File: config.mk
export PLATFORM = sky130hd
export DESIGN_NAME = ibd_detector
export DESIGN_NICKNAME = d
export VERILOG_FILES = /design/src/rtl/ibd_pkg.sv /design/src/rtl/ibd_detector.sv
export SDC_FILE = /design/constraint.sdc
export NUM_CORES = 1
export LEC_CHECK = 0
export ABC_AREA = 1
export BUFFER_PORTS_ARGS = -buffer_cell sky130_fd_sc_hd__buf_2
export CELL_PAD_IN_SITES_DETAIL_PLACEMENT = 1
export CELL_PAD_IN_SITES_GLOBAL_PLACEMENT = 1
export CORE_MARGIN = 2
export CORE_UTILIZATION = 33
export CTS_BUF_LIST = sky130_fd_sc_hd__clkbuf_4 sky130_fd_sc_hd__clkbuf_8
export DETAILED_ROUTE_END_ITERATION = 10
export PLACE_DENSITY = 0.58
export SLEW_MARGIN = 10
export SYNTH_ARGS = -nofsm -noshare
export SYNTH_HDL_FRONTEND = slang
export SYNTH_SLANG_ARGS = --single-unit
export TNS_END_PERCENT = 10
File: constraint.sdc
create_clock -name clock_in -period 3.5 [get_ports clock_in]
set_clock_uncertainty 0.1 [all_clocks]
set_input_delay 0.7 -clock clock_in [delete_from_list [all_inputs] [get_ports clock_in]]
set_output_delay 0.7 -clock clock_in [all_outputs]
set_load 0.01 [all_outputs]
File: src/rtl/ibd_pkg.sv
package ibd_pkg;
    // ---------------------------------------------------------------
    // Register map
    // ---------------------------------------------------------------
    localparam logic [7:0] ADDR_LEN_CFG = 8'h4C;
    localparam logic [7:0] ADDR_IRQ_ENST = 8'h4D;
    localparam logic [7:0] ADDR_ACT_CODE = 8'h4E;
    localparam logic [7:0] ADDR_DEACT_CODE = 8'h4F;
    localparam logic [7:0] RST_BYTE = 8'h00;
    localparam logic [7:0] CFG_WR_MASK = 8'h8F;
    // Field positions, enable/status register
    localparam int ST_ACT_PRESENT = 7;
    localparam int ST_DEACT_PRESENT = 6;
    localparam int ST_ACT_EN = 5;
    localparam int ST_DEACT_EN = 4;
    localparam int ST_ACT_EVENT = 3;
    localparam int ST_DEACT_EVENT = 2;
    localparam int ST_ACT_STATE = 1;
    localparam int ST_DEACT_STATE = 0;
    // Field positions, length register
    localparam int CFG_ACT_LO = 0;
    localparam int CFG_DEACT_LO = 2;
    // ---------------------------------------------------------------
    // Code length and timing
    // ---------------------------------------------------------------
    localparam logic [3:0] LEN_BASE = 4'h5;
    localparam logic [3:0] GAP_MAX = 4'hF;
    localparam longint OBS_INTERVAL_NS = 39800000;
    localparam longint CLK_PERIOD_NS = 4;
    localparam int OBS_CYCLES = int'(OBS_INTERVAL_NS / CLK_PERIOD_NS);
    localparam int HITS_MIN = 256;
    localparam int SUSTAIN_INTERVALS = 2;
    localparam int CODE_ACT = 0;
    localparam int CODE_DEACT = 1;
    // ---------------------------------------------------------------
    // Types
    // ---------------------------------------------------------------
    typedef struct packed {
        logic sel;
        logic wr;
        logic rd;
        logic [7:0] addr;
        logic [7:0] wdata;
    } ibd_cpu_req_t;
    typedef struct packed {
        logic [3:0] gap;
        logic [15:0] hits;
        logic present;
        logic [1:0] run;
        logic state;
        logic event_hit;
    } ibd_det_t;
    typedef struct packed {
        logic clk_s1;
        logic clk_s2;
        logic clk_s3;
        logic dat_s1;
        logic dat_s2;
        logic [7:0] hist;
        logic [23:0] tick;
        logic [7:0] len_cfg;
        logic [1:0] irq_en;
        logic [7:0] act_code;
        logic [7:0] deact_code;
        ibd_det_t [1:0] det;
        logic [7:0] rdata;
        logic irq_n;
    } ibd_state_t;
endpackage
File: src/rtl/ibd_detector.sv
`timescale 1ns/100ps
// How it works
// - Line mode E1 holds all registers reset
// - Length fields 00..11 give 5..8 bits
// - Code MSB compares against earliest received bit
// - Presence bits per 39.8 ms interval
// - Activate state change interrupts when enabled
// - Deactivate state change interrupts when enabled
// - Event bits mark interrupting state changes
// - State bits show live detect indications
// - Reset clears codes, enables and status
module ibd_detector #(
    parameter int OBS_CYCLES = ibd_pkg::OBS_CYCLES,
    parameter int HITS_MIN = ibd_pkg::HITS_MIN,
    parameter int SUSTAIN_INTERVALS = ibd_pkg::SUSTAIN_INTERVALS
) (
    input wire logic clock_in,
    input wire logic nrst_in,
    input wire logic line_mode_select_in,
    input wire logic line_clk_in,
    input wire logic line_data_in,
    input wire ibd_pkg::ibd_cpu_req_t cpu_req_in,
    output logic [7:0] cpu_rdata_out,
    output logic irq_out_n,
    output logic act_detect_state_out,
    output logic deact_detect_state_out
);
    ibd_pkg::ibd_state_t q;
    ibd_pkg::ibd_state_t d;
    logic bit_tick_w;
    logic obs_end_w;
    logic rd_clr_w;
    logic [7:0] hist_w;
    logic [1:0] match_w;
    logic [1:0] good_w;
    logic [1:0] chg_w;

    // ---------------------------------------------------------------
    // Next state
    // ---------------------------------------------------------------
    always_comb begin
        logic [7:0] code;
        logic [3:0] len;
        logic pres;
        logic [3:0] half;
        code = ibd_pkg::RST_BYTE;
        len = ibd_pkg::LEN_BASE;
        pres = 1'b0;
        half = 4'h0;
        d = q;
        match_w = 2'b00;
        good_w = 2'b00;
        chg_w = 2'b00;
        // Line clock is foreign: both pins pass two flops first
        d.clk_s1 = line_clk_in;
        d.clk_s2 = q.clk_s1;
        d.clk_s3 = q.clk_s2;
        d.dat_s1 = line_data_in;
        d.dat_s2 = q.dat_s1;
        bit_tick_w = q.clk_s2 & ~q.clk_s3;
        hist_w = {q.hist[6:0], q.dat_s2};
        if (bit_tick_w) begin
            d.hist = hist_w;
        end
        obs_end_w = (q.tick == 24'(OBS_CYCLES - 1));
        d.tick = obs_end_w ? 24'h000000 : q.tick + 24'h000001;
        rd_clr_w = cpu_req_in.sel && cpu_req_in.rd
            && cpu_req_in.addr == ibd_pkg::ADDR_IRQ_ENST;
        // ---------------------------------------------------------------
        // Per-code detectors
        // ---------------------------------------------------------------
        for (int i = 0; i < 2; i++) begin
            if (i == ibd_pkg::CODE_ACT) begin
                code = q.act_code;
                len = ibd_pkg::LEN_BASE
                    + {2'b00, q.len_cfg[ibd_pkg::CFG_ACT_LO +: 2]};
            end else begin
                code = q.deact_code;
                len = ibd_pkg::LEN_BASE
                    + {2'b00, q.len_cfg[ibd_pkg::CFG_DEACT_LO +: 2]};
            end
            // Oldest bit sits at hist[7], facing the code MSB
            match_w[i] = bit_tick_w && hist_w == code;
            // A hit counts one period after the last; doubled short codes at half
            half = {1'b0, len[3:1]} - 4'h1;
            good_w[i] = match_w[i] && (q.det[i].gap == len - 4'h1
                || (!len[0] && q.det[i].gap == half));
            if (match_w[i]) begin
                d.det[i].gap = 4'h0;
            end else if (bit_tick_w && q.det[i].gap != ibd_pkg::GAP_MAX) begin
                d.det[i].gap = q.det[i].gap + 4'h1;
            end
            if (good_w[i] && q.det[i].hits != 16'hFFFF) begin
                d.det[i].hits = q.det[i].hits + 16'h0001;
            end
            if (obs_end_w) begin
                pres = q.det[i].hits >= 16'(HITS_MIN);
                d.det[i].present = pres;
                d.det[i].hits = {15'h0000, good_w[i]};
                // Hysteresis over whole intervals rides out bit errors
                if (pres == q.det[i].state) begin
                    d.det[i].run = 2'b00;
                end else if (q.det[i].run == 2'(SUSTAIN_INTERVALS - 1)) begin
                    d.det[i].run = 2'b00;
                    d.det[i].state = pres;
                    chg_w[i] = 1'b1;
                end else begin
                    d.det[i].run = q.det[i].run + 2'b01;
                end
            end
            if (rd_clr_w) begin
                d.det[i].event_hit = 1'b0;
            end
            // Set after clear: a change in the read cycle survives
            if (chg_w[i] && q.irq_en[i]) begin
                d.det[i].event_hit = 1'b1;
            end
        end
        // ---------------------------------------------------------------
        // Register port
        // ---------------------------------------------------------------
        if (cpu_req_in.sel && cpu_req_in.wr) begin
            case (cpu_req_in.addr)
                ibd_pkg::ADDR_LEN_CFG: begin
                    d.len_cfg = cpu_req_in.wdata & ibd_pkg::CFG_WR_MASK;
                end
                ibd_pkg::ADDR_IRQ_ENST: begin
                    d.irq_en[ibd_pkg::CODE_ACT] = cpu_req_in.wdata[ibd_pkg::ST_ACT_EN];
                    d.irq_en[ibd_pkg::CODE_DEACT] =
                        cpu_req_in.wdata[ibd_pkg::ST_DEACT_EN];
                end
                ibd_pkg::ADDR_ACT_CODE: begin
                    d.act_code = cpu_req_in.wdata;
                end
                ibd_pkg::ADDR_DEACT_CODE: begin
                    d.deact_code = cpu_req_in.wdata;
                end
                default: begin
                end
            endcase
        end
        // Read data is registered and holds until the next read
        if (cpu_req_in.sel && cpu_req_in.rd) begin
            case (cpu_req_in.addr)
                ibd_pkg::ADDR_LEN_CFG: begin
                    d.rdata = q.len_cfg;
                end
                ibd_pkg::ADDR_IRQ_ENST: begin
                    d.rdata = {q.det[0].present, q.det[1].present,
                        q.irq_en[0], q.irq_en[1],
                        q.det[0].event_hit, q.det[1].event_hit,
                        q.det[0].state, q.det[1].state};
                end
                ibd_pkg::ADDR_ACT_CODE: begin
                    d.rdata = q.act_code;
                end
                ibd_pkg::ADDR_DEACT_CODE: begin
                    d.rdata = q.deact_code;
                end
                default: begin
                    d.rdata = ibd_pkg::RST_BYTE;
                end
            endcase
        end
        // E1 operation keeps registers and both code detectors in reset; interval counter and bit history run on
        if (line_mode_select_in) begin
            d.len_cfg = ibd_pkg::RST_BYTE;
            d.irq_en = 2'b00;
            d.act_code = ibd_pkg::RST_BYTE;
            d.deact_code = ibd_pkg::RST_BYTE;
            d.det = '0;
        end
        d.irq_n = ~(d.det[0].event_hit | d.det[1].event_hit);
    end

    // ---------------------------------------------------------------
    // State register
    // ---------------------------------------------------------------
    always_ff @(posedge clock_in or negedge nrst_in) begin
        if (!nrst_in) begin
            q <= '0;
            q.irq_n <= 1'b1;
        end else begin
            q <= d;
        end
    end

    assign cpu_rdata_out = q.rdata;
    assign irq_out_n = q.irq_n;
    assign act_detect_state_out = q.det[0].state;
    assign deact_detect_state_out = q.det[1].state;
endmodule

==> impl_metrics.ini, run 1 <==
[outcome]
status = finished clean

[setup_path]
critical_path.max_fanout = 38
crit_type = reg2reg
crit_path_start_kind = flop
crit_path_end_kind = flop
crit_slowest_cell = dfrtp_1
slowest_delay_ns = 0.39
crit_chain = ha_1, nand3_2, nor2_2, nand3_2, nand2_4, inv_4, nand2_4, nand2_1, nand2_1
critPathRequiredTime_ns = 3.73
crit_arrival_ns = 2.50

[placed_design]
dpl.hpwl_mm = 15.1
place.gp.congestion = 0.800
io_buffer_count = 34
dpl_cell_area_um2 = 7530
dp_slack_ns = 1.12

[global_route]
grt.total_usage = 0.191
grt_antenna_before_repair = 0
grt_pass1_vias = 6511
grt.overflow.total = 0
grt_pass1_wl_mm = 34.0
grt_start_max_net_pins = 67

[sta]
maxSlewViolCount = 0
hold_ws_ns = 0.135
finalWorstSetupSlack_ns = 1.23
finalHoldViolCount = 0
fin_crit_sh = 0.648
setup_tns_ns = 0
slew_headroom = 0.513
finalCriticalPeriod_ns = 2.27
rsz0062_at_grt = false
max_freq_ghz = 0.441
setup_viol = 0
tightest_slew_ns = 0.723

[yosys]
synth_edf_count = 0
syn-cell-area_um2 = 7170
synthArstFlopShare = 1.00
ys_types = 46
netlist_instances = 978
synth-seq-cells = 118
syn_nets = 1015
ys_warn_count = 0
syn_avg_cell_area_um2 = 7.33
seq_area_frac_synth = 0.412
ys.flop_type = dfrtp_1

[power_and_ir_drop]
ir_drop_uv = 202
power_leakage_nw = 3.81
powerDensity_nw_per_um2 = 386

[layout]
layout_common_cells = nand2_1 (299), dfrtp_1 (117), inv_1 (99)
final_common_cell = nand2_1
final_area_um2 = 7940
diodes = 0
drive_gt1_frac = 0.124
nets = 1045
utilization = 0.375
area_delta_synth_final_pct = 10.7

[clock_tree]
clk_latency_ns = 0.45
tritoncts = yes
numCtsBuffers = 17
h-tree-depth = 4
clock_sinks = 118
cts_max_path_buffers = 2
post-cts-setup-buffers = 0
cts_resized = 0
path_clk_slew_ns = 0.09
postCtsHoldBufs = 0
root_buffer = clkbuf_8

[die]
die-height_um = 151
dieArea_um2 = 22900
die_x_um = 151
ioPinCount = 35
rows = 53
start_util = 0.339
core_um2 = 21200

[drt]
vias = 6238
postRouteAntennaNets = 0
dr.pass1.iters = 4
wl_per_cell_um = 15.7
drc = 0
wirelength_mm = 20.3
dr.first_iter.drc_count = 257
via_per_inst = 4.81

[hold_path]
hp-class = in2async

[run]
drv_cap = 0
==> registers in the layout, summed over array words and instances (netlist names) <==
signal	flops
d	3
hist_w	8
act_detect_state_out	1
q	96
deact_detect_state_out	1
cpu_rdata_out	8
irq_out_n	1
==> power by group <==
| group | total [mW] | switching, mW | leakage, nW | internal (mW) |
|---|---|---|---|---|
| Combinational | 0.299 | 0.203 | 2.04 | 0.0958 |
| Sequential | 1.47 | 0.0556 | 1.58 | 1.41 |
| Clock | 1.30 | 0.615 | 0.191 | 0.686 |
| Total | 3.07 | 0.873 | 3.81 | 2.19 |
==> cell families (layout without fill, tap and decap cells) <==
kind of cell,Yosys count,in the layout,share of synthesized area
adders and majority gates,13,13,0.0227
DFF,118,118,0.412
xor gates and xnor gates,36,36,0.0440
and+or+nand+nor,575,575,0.358
AOI/OAI and AO/OA,94,94,0.0731
buffers and inverters,142,185,0.0901
==> metrics by stage <==
step,power (mW),std cells
floorplan,1.68,978
global placement,1.80,1264
finish,3.07,1296
detailed placement,1.80,1264
global route,3.24,1296
CTS,3.13,1296
==> metal layers <==
metal / global-route usage / vias to the layer above / routed length, µm
met5: 0 / - / 0
met1: 0.256 / 2984 / 9920
met4: 0.0472 / 0 / 187
li1: - / 3188 / -
met2: 0.322 / 56 / 9750
met3: 0.0310 / 10 / 465
==> synthesized netlist by cell type (2+ instances only) <==
library cell | instances | area share
nand3_1 | 74 | 0.052
nand3_4 | 2 | 0.0049
a21boi_0 | 2 | 0.0021
nand2_1 | 299 | 0.16
xnor2_1 | 15 | 0.018
buf_2 | 6 | 0.0042
o221ai_1 | 2 | 0.0024
or2_2 | 2 | 0.0017
inv_1 | 99 | 0.052
nor3_2 | 2 | 0.0028
a21oi_1 | 16 | 0.011
xor2_1 | 21 | 0.026
nand3_2 | 3 | 0.0042
dfrtp_1 | 117 | 0.41
o21ai_0 | 59 | 0.041
buf_4 | 11 | 0.012
o21ai_1 | 2 | 0.0014
nor2_4 | 3 | 0.0047
nand3b_1 | 3 | 0.0031
a211oi_1 | 2 | 0.0021
nand2_4 | 2 | 0.0031
ha_1 | 13 | 0.023
nand2_2 | 11 | 0.0096
nor4_1 | 2 | 0.0017
nor2_1 | 94 | 0.049
inv_2 | 12 | 0.0063
nor2_2 | 8 | 0.0070
nand4_1 | 21 | 0.018
clkbuf_1 | 6 | 0.0031
nor3_1 | 44 | 0.031
o22ai_1 | 5 | 0.0044
buf_6 | 6 | 0.0094
==> path summary, 6_finish.rpt <==
kind / from / end / slack [ns] / cells after the start
worst max-delay path: q[86] / q[52] / 1.23 / 9
worst min-delay path: nrst_in / q[68] / 0.13 / 1
worst max register to register: q[86] / q[52] / 1.23 / 9
worst min register to register: d[120] / d[119] / 0.25 / 0
max in group asynchronous: nrst_in / q[101] / 2.40 / 2
min in group clock_in: d[120] / d[119] / 0.25 / 0
==> area by class of cell <==
type                    instances  area (µm²)
repair buffers                 41         241
fillers                      2679       13200
clock buffers                  21         277
flip-flops and latches        118        2950
clock inverters                11         125
multi-input cells             718        3570
inverters                     112         423
well taps                     275         344
==> critical path: cells and delay by family (launching register included) <==
kind | cells | cell delay [ns]
buf+inv | 1 | 0.38
flops | 1 | 0.39
fa+ha+maj | 1 | 0.26
simple gates | 7 | 1.01
Power figures use the tool's default switching activity.
==> run 2, diff against run 1 <==
PLACE_DENSITY = 0.6   (was 0.58)
clock period = 2.06 ns   (was 3.5 ns; I/O delays follow)
==> run 2 against run 1 <==
Compared with the run above: sequential cell count stayed put; final cell count is 3.9% higher; via count rose by 4.6%; hold slack worse by 0.0032 ns; fmax rose by 15%; non-clock buffer count grew 50; routed wire length increased by 4.5%; power up 69%; critical endpoint is now q[47]; largest cell class unchanged.
==> impl_metrics.ini, run 2 (synthesis gave the netlist of run 1 again) <==
[die]
die_x_um = 151
start_util = 0.339
core_um2 = 21200
ioPinCount = 35
rows = 53
dieArea_um2 = 22900
die-height_um = 151

[drt]
drc = 0
wl_met1_mm = 10.7
dr.first_iter.drc_count = 303
vias = 6527
wl_per_cell_um = 15.8
met2_length_mm = 9.67
dr.pass1.iters = 4
postRouteAntennaNets = 0
via_per_inst = 4.85
highest_layer = met4
wirelength_mm = 21.2
met3_length_um = 586

[global_route]
grt_pass1_wl_mm = 34.6
grt_pass1_vias = 6569
grt.overflow.total = 0
grt.total_usage = 0.195
grt_antenna_before_repair = 0
grt_start_max_net_pins = 41

[sta]
finalWorstSetupSlack_ns = 0.0887
finalCriticalPeriod_ns = 1.97
setup_tns_ns = 0
maxSlewViolCount = 0
max_freq_ghz = 0.507
rsz0062_at_grt = true
fin_crit_sh = 0.957
slew_headroom = 0.547
tightest_slew_ns = 0.680
setup_viol = 0
hold_ws_ns = 0.132
finalHoldViolCount = 0

[setup_path]
crit_slowest_cell = dfrtp_1
path_buf_inv = 3
crit_path_start_kind = flop
crit_chain = buf_4, ha_2, inv_2, nand2_1, nand3_1, nand3_2, o21ai_4, nand3_4, clkbuf_16, nand3_1, nand2_1
crit_path_end_kind = flop
crit_arrival_ns = 2.22
crit_type = reg2reg
slowest_delay_ns = 0.40
critPathRequiredTime_ns = 2.31
critical_path.max_fanout = 8
cpLargestDelayFamily = simple AND/OR/NAND/NOR gates

[power_and_ir_drop]
powerDensity_nw_per_um2 = 613
ir_drop_uv = 336
power_leakage_nw = 4.07
power_mw = 5.19

[clock_tree]
path_clk_slew_ns = 0.08
tritoncts = yes
h-tree-depth = 4
cts_max_path_buffers = 2
numCtsBuffers = 17
clk_latency_ns = 0.46
clock_sinks = 118
root_buffer = clkbuf_8

[layout]
largest_register_ffs = 96
final_common_cell = nand2_1
area_delta_synth_final_pct = 18.0
diodes = 0
utilization = 0.400
drive_gt1_frac = 0.184
nets = 1096
top_register = q
final_cells = 1347
final_area_um2 = 8460
layout_common_cells = nand2_1 (295), dfrtp_1 (117), nor2_1 (92)

[hold_path]
hp-class = in2reg

[placed_design]
dp_slack_ns = -0.171
io_buffer_count = 34
dpl_cell_area_um2 = 7810
place.gp.congestion = 0.818
dpl.hpwl_mm = 15.7
placed_cells = 1301

[run]
drv_cap = 0

[outcome]
status = finished clean
[run 2: cell types whose count changed in the layout (fill, tap and decap cells not counted), sizes merged]
| cell | delta |
|---|---|
| clkbuf | -3 |
| clkinvlp | -2 |
| nand3 | +1 |
| dlygate4sd3 | +3 |
| bufinv | -1 |
| clkinv | +3 |
| buf | +46 |
| inv | +4 |
[run 2: repair_timing]
item | 4_1_cts | 5_1_grt
cloned | 0 | 2
buffers inserted | 1 | 8
pin swaps | 1 | 7
resized for setup | 0 | 32
endpoints found under the hold margin | 37 | 0
hold buffers | 3 | 0
endpoints found under the setup margin | 16 | 36
[run 2: path summary, 6_finish.rpt]
check / from / to / slack [ns] / cells after the start
hold / removal: cpu_req_in[0] / q[77] / 0.13 / 3
hold reg to reg: d[120] / d[119] / 0.25 / 0
setup reg to reg: q[79] / q[47] / 0.09 / 11
min in group asynchronous: nrst_in / hist_w[1] / 0.34 / 2
max in group asynchronous: nrst_in / q[93] / 0.91 / 3
setup / recovery: q[79] / q[47] / 0.09 / 11
[run 2: final cells by class]
class / instances / area [µm²]
Tap cell: 275 / 344
Inverter: 112 / 423
Sequential cell: 118 / 2950
Multi-Input combinational cell: 719 / 3690
Fill cell: 2664 / 12700
Timing Repair Buffer: 91 / 666
Clock buffer: 17 / 234
Clock inverter: 15 / 145
[run 2: tightest hold or removal path, cell delays in order]
cell	delay, ns
buf_2	0.09
nand3_1	0.07
o21ai_0	0.07
[run 2: routing by layer]
metal | global-route usage | up-vias
met3 | 0.0364 | 23
li1 | - | 3287
met5 | 0 | -
met1 | 0.270 | 3149
met4 | 0.0514 | 0
met2 | 0.315 | 68
[run 2: power by group]
part,internal [mW],total [mW],switching [mW]
logic,0.221,0.600,0.379
clock network,0.976,2.10,1.13
registers,2.40,2.48,0.0862
==> run 3, diff against run 2 <==
CORE_UTILIZATION = 43   (was 33)
PLACE_DENSITY = 0.76   (was 0.6)
==> run 3 against run 2 <==
Compared with the run above: first-iteration DRC count down 8.3%; critical path depth up 1; via count grew 0.72%; cell area down 1.8%; setup slack got worse by 0.012 ns; routed wire length shrank 5.3%; fmax fell by 0.59%; power is 2.1% higher; register-to-register slack barely moved; combinational power is essentially flat; sequential share of layout area grew 0.65 points; critical path type unchanged.
==> impl_metrics.ini, run 3 (synthesis gave the netlist of run 1 again) <==
[setup_path]
crit_path_end_kind = flop
crit_arrival_ns = 2.22
critical_path.max_fanout = 7
cp-startpoint = q[79]
reg2reg_to = q[42]
r2r_setup_slack_ns = 0.08
r2r-start = q[79]
r2r_cells = 12
crit_type = reg2reg
crit_path_start_kind = flop
critPathRequiredTime_ns = 2.30

[global_route]
grt_use_met1 = 0.312
grt.total_usage = 0.240
grt_pass1_wl_mm = 34.0
grt_pass1_vias = 6843
busiest_layer = met2
grtUsageMet2 = 0.410
use_met3 = 0.0468
grt.overflow.total = 0
grt_antenna_before_repair = 0
grt_start_max_net_pins = 77

[layout]
final_cells = 1280
top_register = q
largest_register_ffs = 96
final_common_cell = nand2_1
diodes = 0
nets = 1085
layout_common_cells = nand2_1 (295), dfrtp_1 (117), inv_1 (92), nor2_1 (92), nand3_1 (70)
drive_gt1_frac = 0.174
area_delta_synth_final_pct = 15.8
final_area_um2 = 8310

[placed_design]
place.gp.congestion = 0.846
placed_cells = 1236
io_buffer_count = 34
dpl.hpwl_mm = 14.5
dpl_cell_area_um2 = 7680

[power_and_ir_drop]
switching_share = 0.273
ir_drop_uv = 423
clockPowerShare = 0.418
powerDensity_nw_per_um2 = 638
power_frac_comb = 0.113
power_mw = 5.30
power_frac_seq = 0.469
power_leakage_nw = 4.03
switchingPower_mw = 1.45
p_int_mw = 3.85

[hold_path]
hold_end = q[69]
holdPathStages = 3
worst_hold_startpoint = cpu_req_in[2]
hp-class = in2reg

[die]
rows = 47
ioPinCount = 35
start_util = 0.435
die_x_um = 133
core_um2 = 16500
die-height_um = 133
dieArea_um2 = 17700

[sta]
setup_viol = 0
hold_ws_ns = 0.147
rsz0062_at_grt = true
max_freq_ghz = 0.504
setup_tns_ns = 0
slew_headroom = 0.195
fin_crit_sh = 0.963
maxSlewViolCount = 0
tightest_slew_ns = 1.21
finalHoldViolCount = 0
finalCriticalPeriod_ns = 1.98

[run]
drv_cap = 0

[drt]
dr.first_iter.drc_count = 278
drc = 0
dr.pass1.iters = 4
wirelength_mm = 20.1
postRouteAntennaNets = 0
vias = 6574
via_per_inst = 5.14
wl_per_cell_um = 15.7

[clock_tree]
numCtsBuffers = 17
clock_sinks = 118
path_clk_slew_ns = 0.07
h-tree-depth = 4
root_buffer = clkbuf_8
tritoncts = yes
cts_max_path_buffers = 2
clk_latency_ns = 0.46

[outcome]
status = finished clean
run 3: cell count changes in the layout (fill, tap and decap cells not counted), moves of 3 or more:
cell / previous run / this run
buf_4: 49 / 38
clkinv_2: 1 / 7
clkinv_4: 5 / 0
inv_6: 5 / 0
nand3_1: 73 / 70
run 3: worst max-delay path, stage by stage (launching register included):
cell and delay (ns):
dfrtp_1 0.41, inv_2 0.07, ha_4 0.30, inv_4 0.04, nand2_2 0.05, nand2_1 0.05, nand2_1 0.08, nand3_2 0.09
o21ai_4 0.20, nand3_4 0.17, buf_6 0.19, nand3_1 0.06, nand2_1 0.06
run 3: power by group through the flow:
stage,combinational (mW),clock (mW),sequential (mW)
finish,0.597,2.22,2.49
global placement,0.537,0,2.52
global route,0.680,2.37,2.50
CTS,0.563,2.27,2.49
detailed placement,0.554,0,2.53
floorplan,0.345,0,2.51
run 3: worst max path at each step:
stage / endpoint / slack [ns] / cells after the start
after floorplan: q[43] / 0.19 / 12
after global placement: q[25] / 0.02 / 13
after detailed placement: q[70] / -0.18 / 8
after CTS: q[23] / 0.03 / 13
after global routing: q[41] / -0.06 / 12
final: q[42] / 0.08 / 12
run 3: cell type report:
cell class / instances / area, µm²
inverter: 112 / 425
clock buffer: 20 / 263
clock inverter: 11 / 133
tap: 220 / 275
timing repair buffer: 81 / 586
sequential: 118 / 2950
multi-input combinational: 718 / 3670
fill: 2110 / 8160
run 3: metal layers:
metal,share of wire,wire length (µm),vias up
met3,0.032,638,20
met2,0.48,9750,82
li1,-,-,3263
met5,0,0,-
met4,0.017,332,0
met1,0.47,9390,3209
run 3: timing repair:
item,CTS,global route
endpoints found under the setup margin,16,35
gates resized for setup,0,30
buffers inserted,3,7
endpoints found under the hold margin,119,0
pin swaps,1,12
hold buffers,3,0
run 3: through the flow:
step	utilization	setup slack, ns
6_report	0.504	0.0770
5_1_grt	0.504	-0.0635
4_1_cts	0.494	0.0258
3_5_place_dp	0.466	-0.177
3_3_place_gp	0.466	0.0223
2_1_floorplan	-	0.188
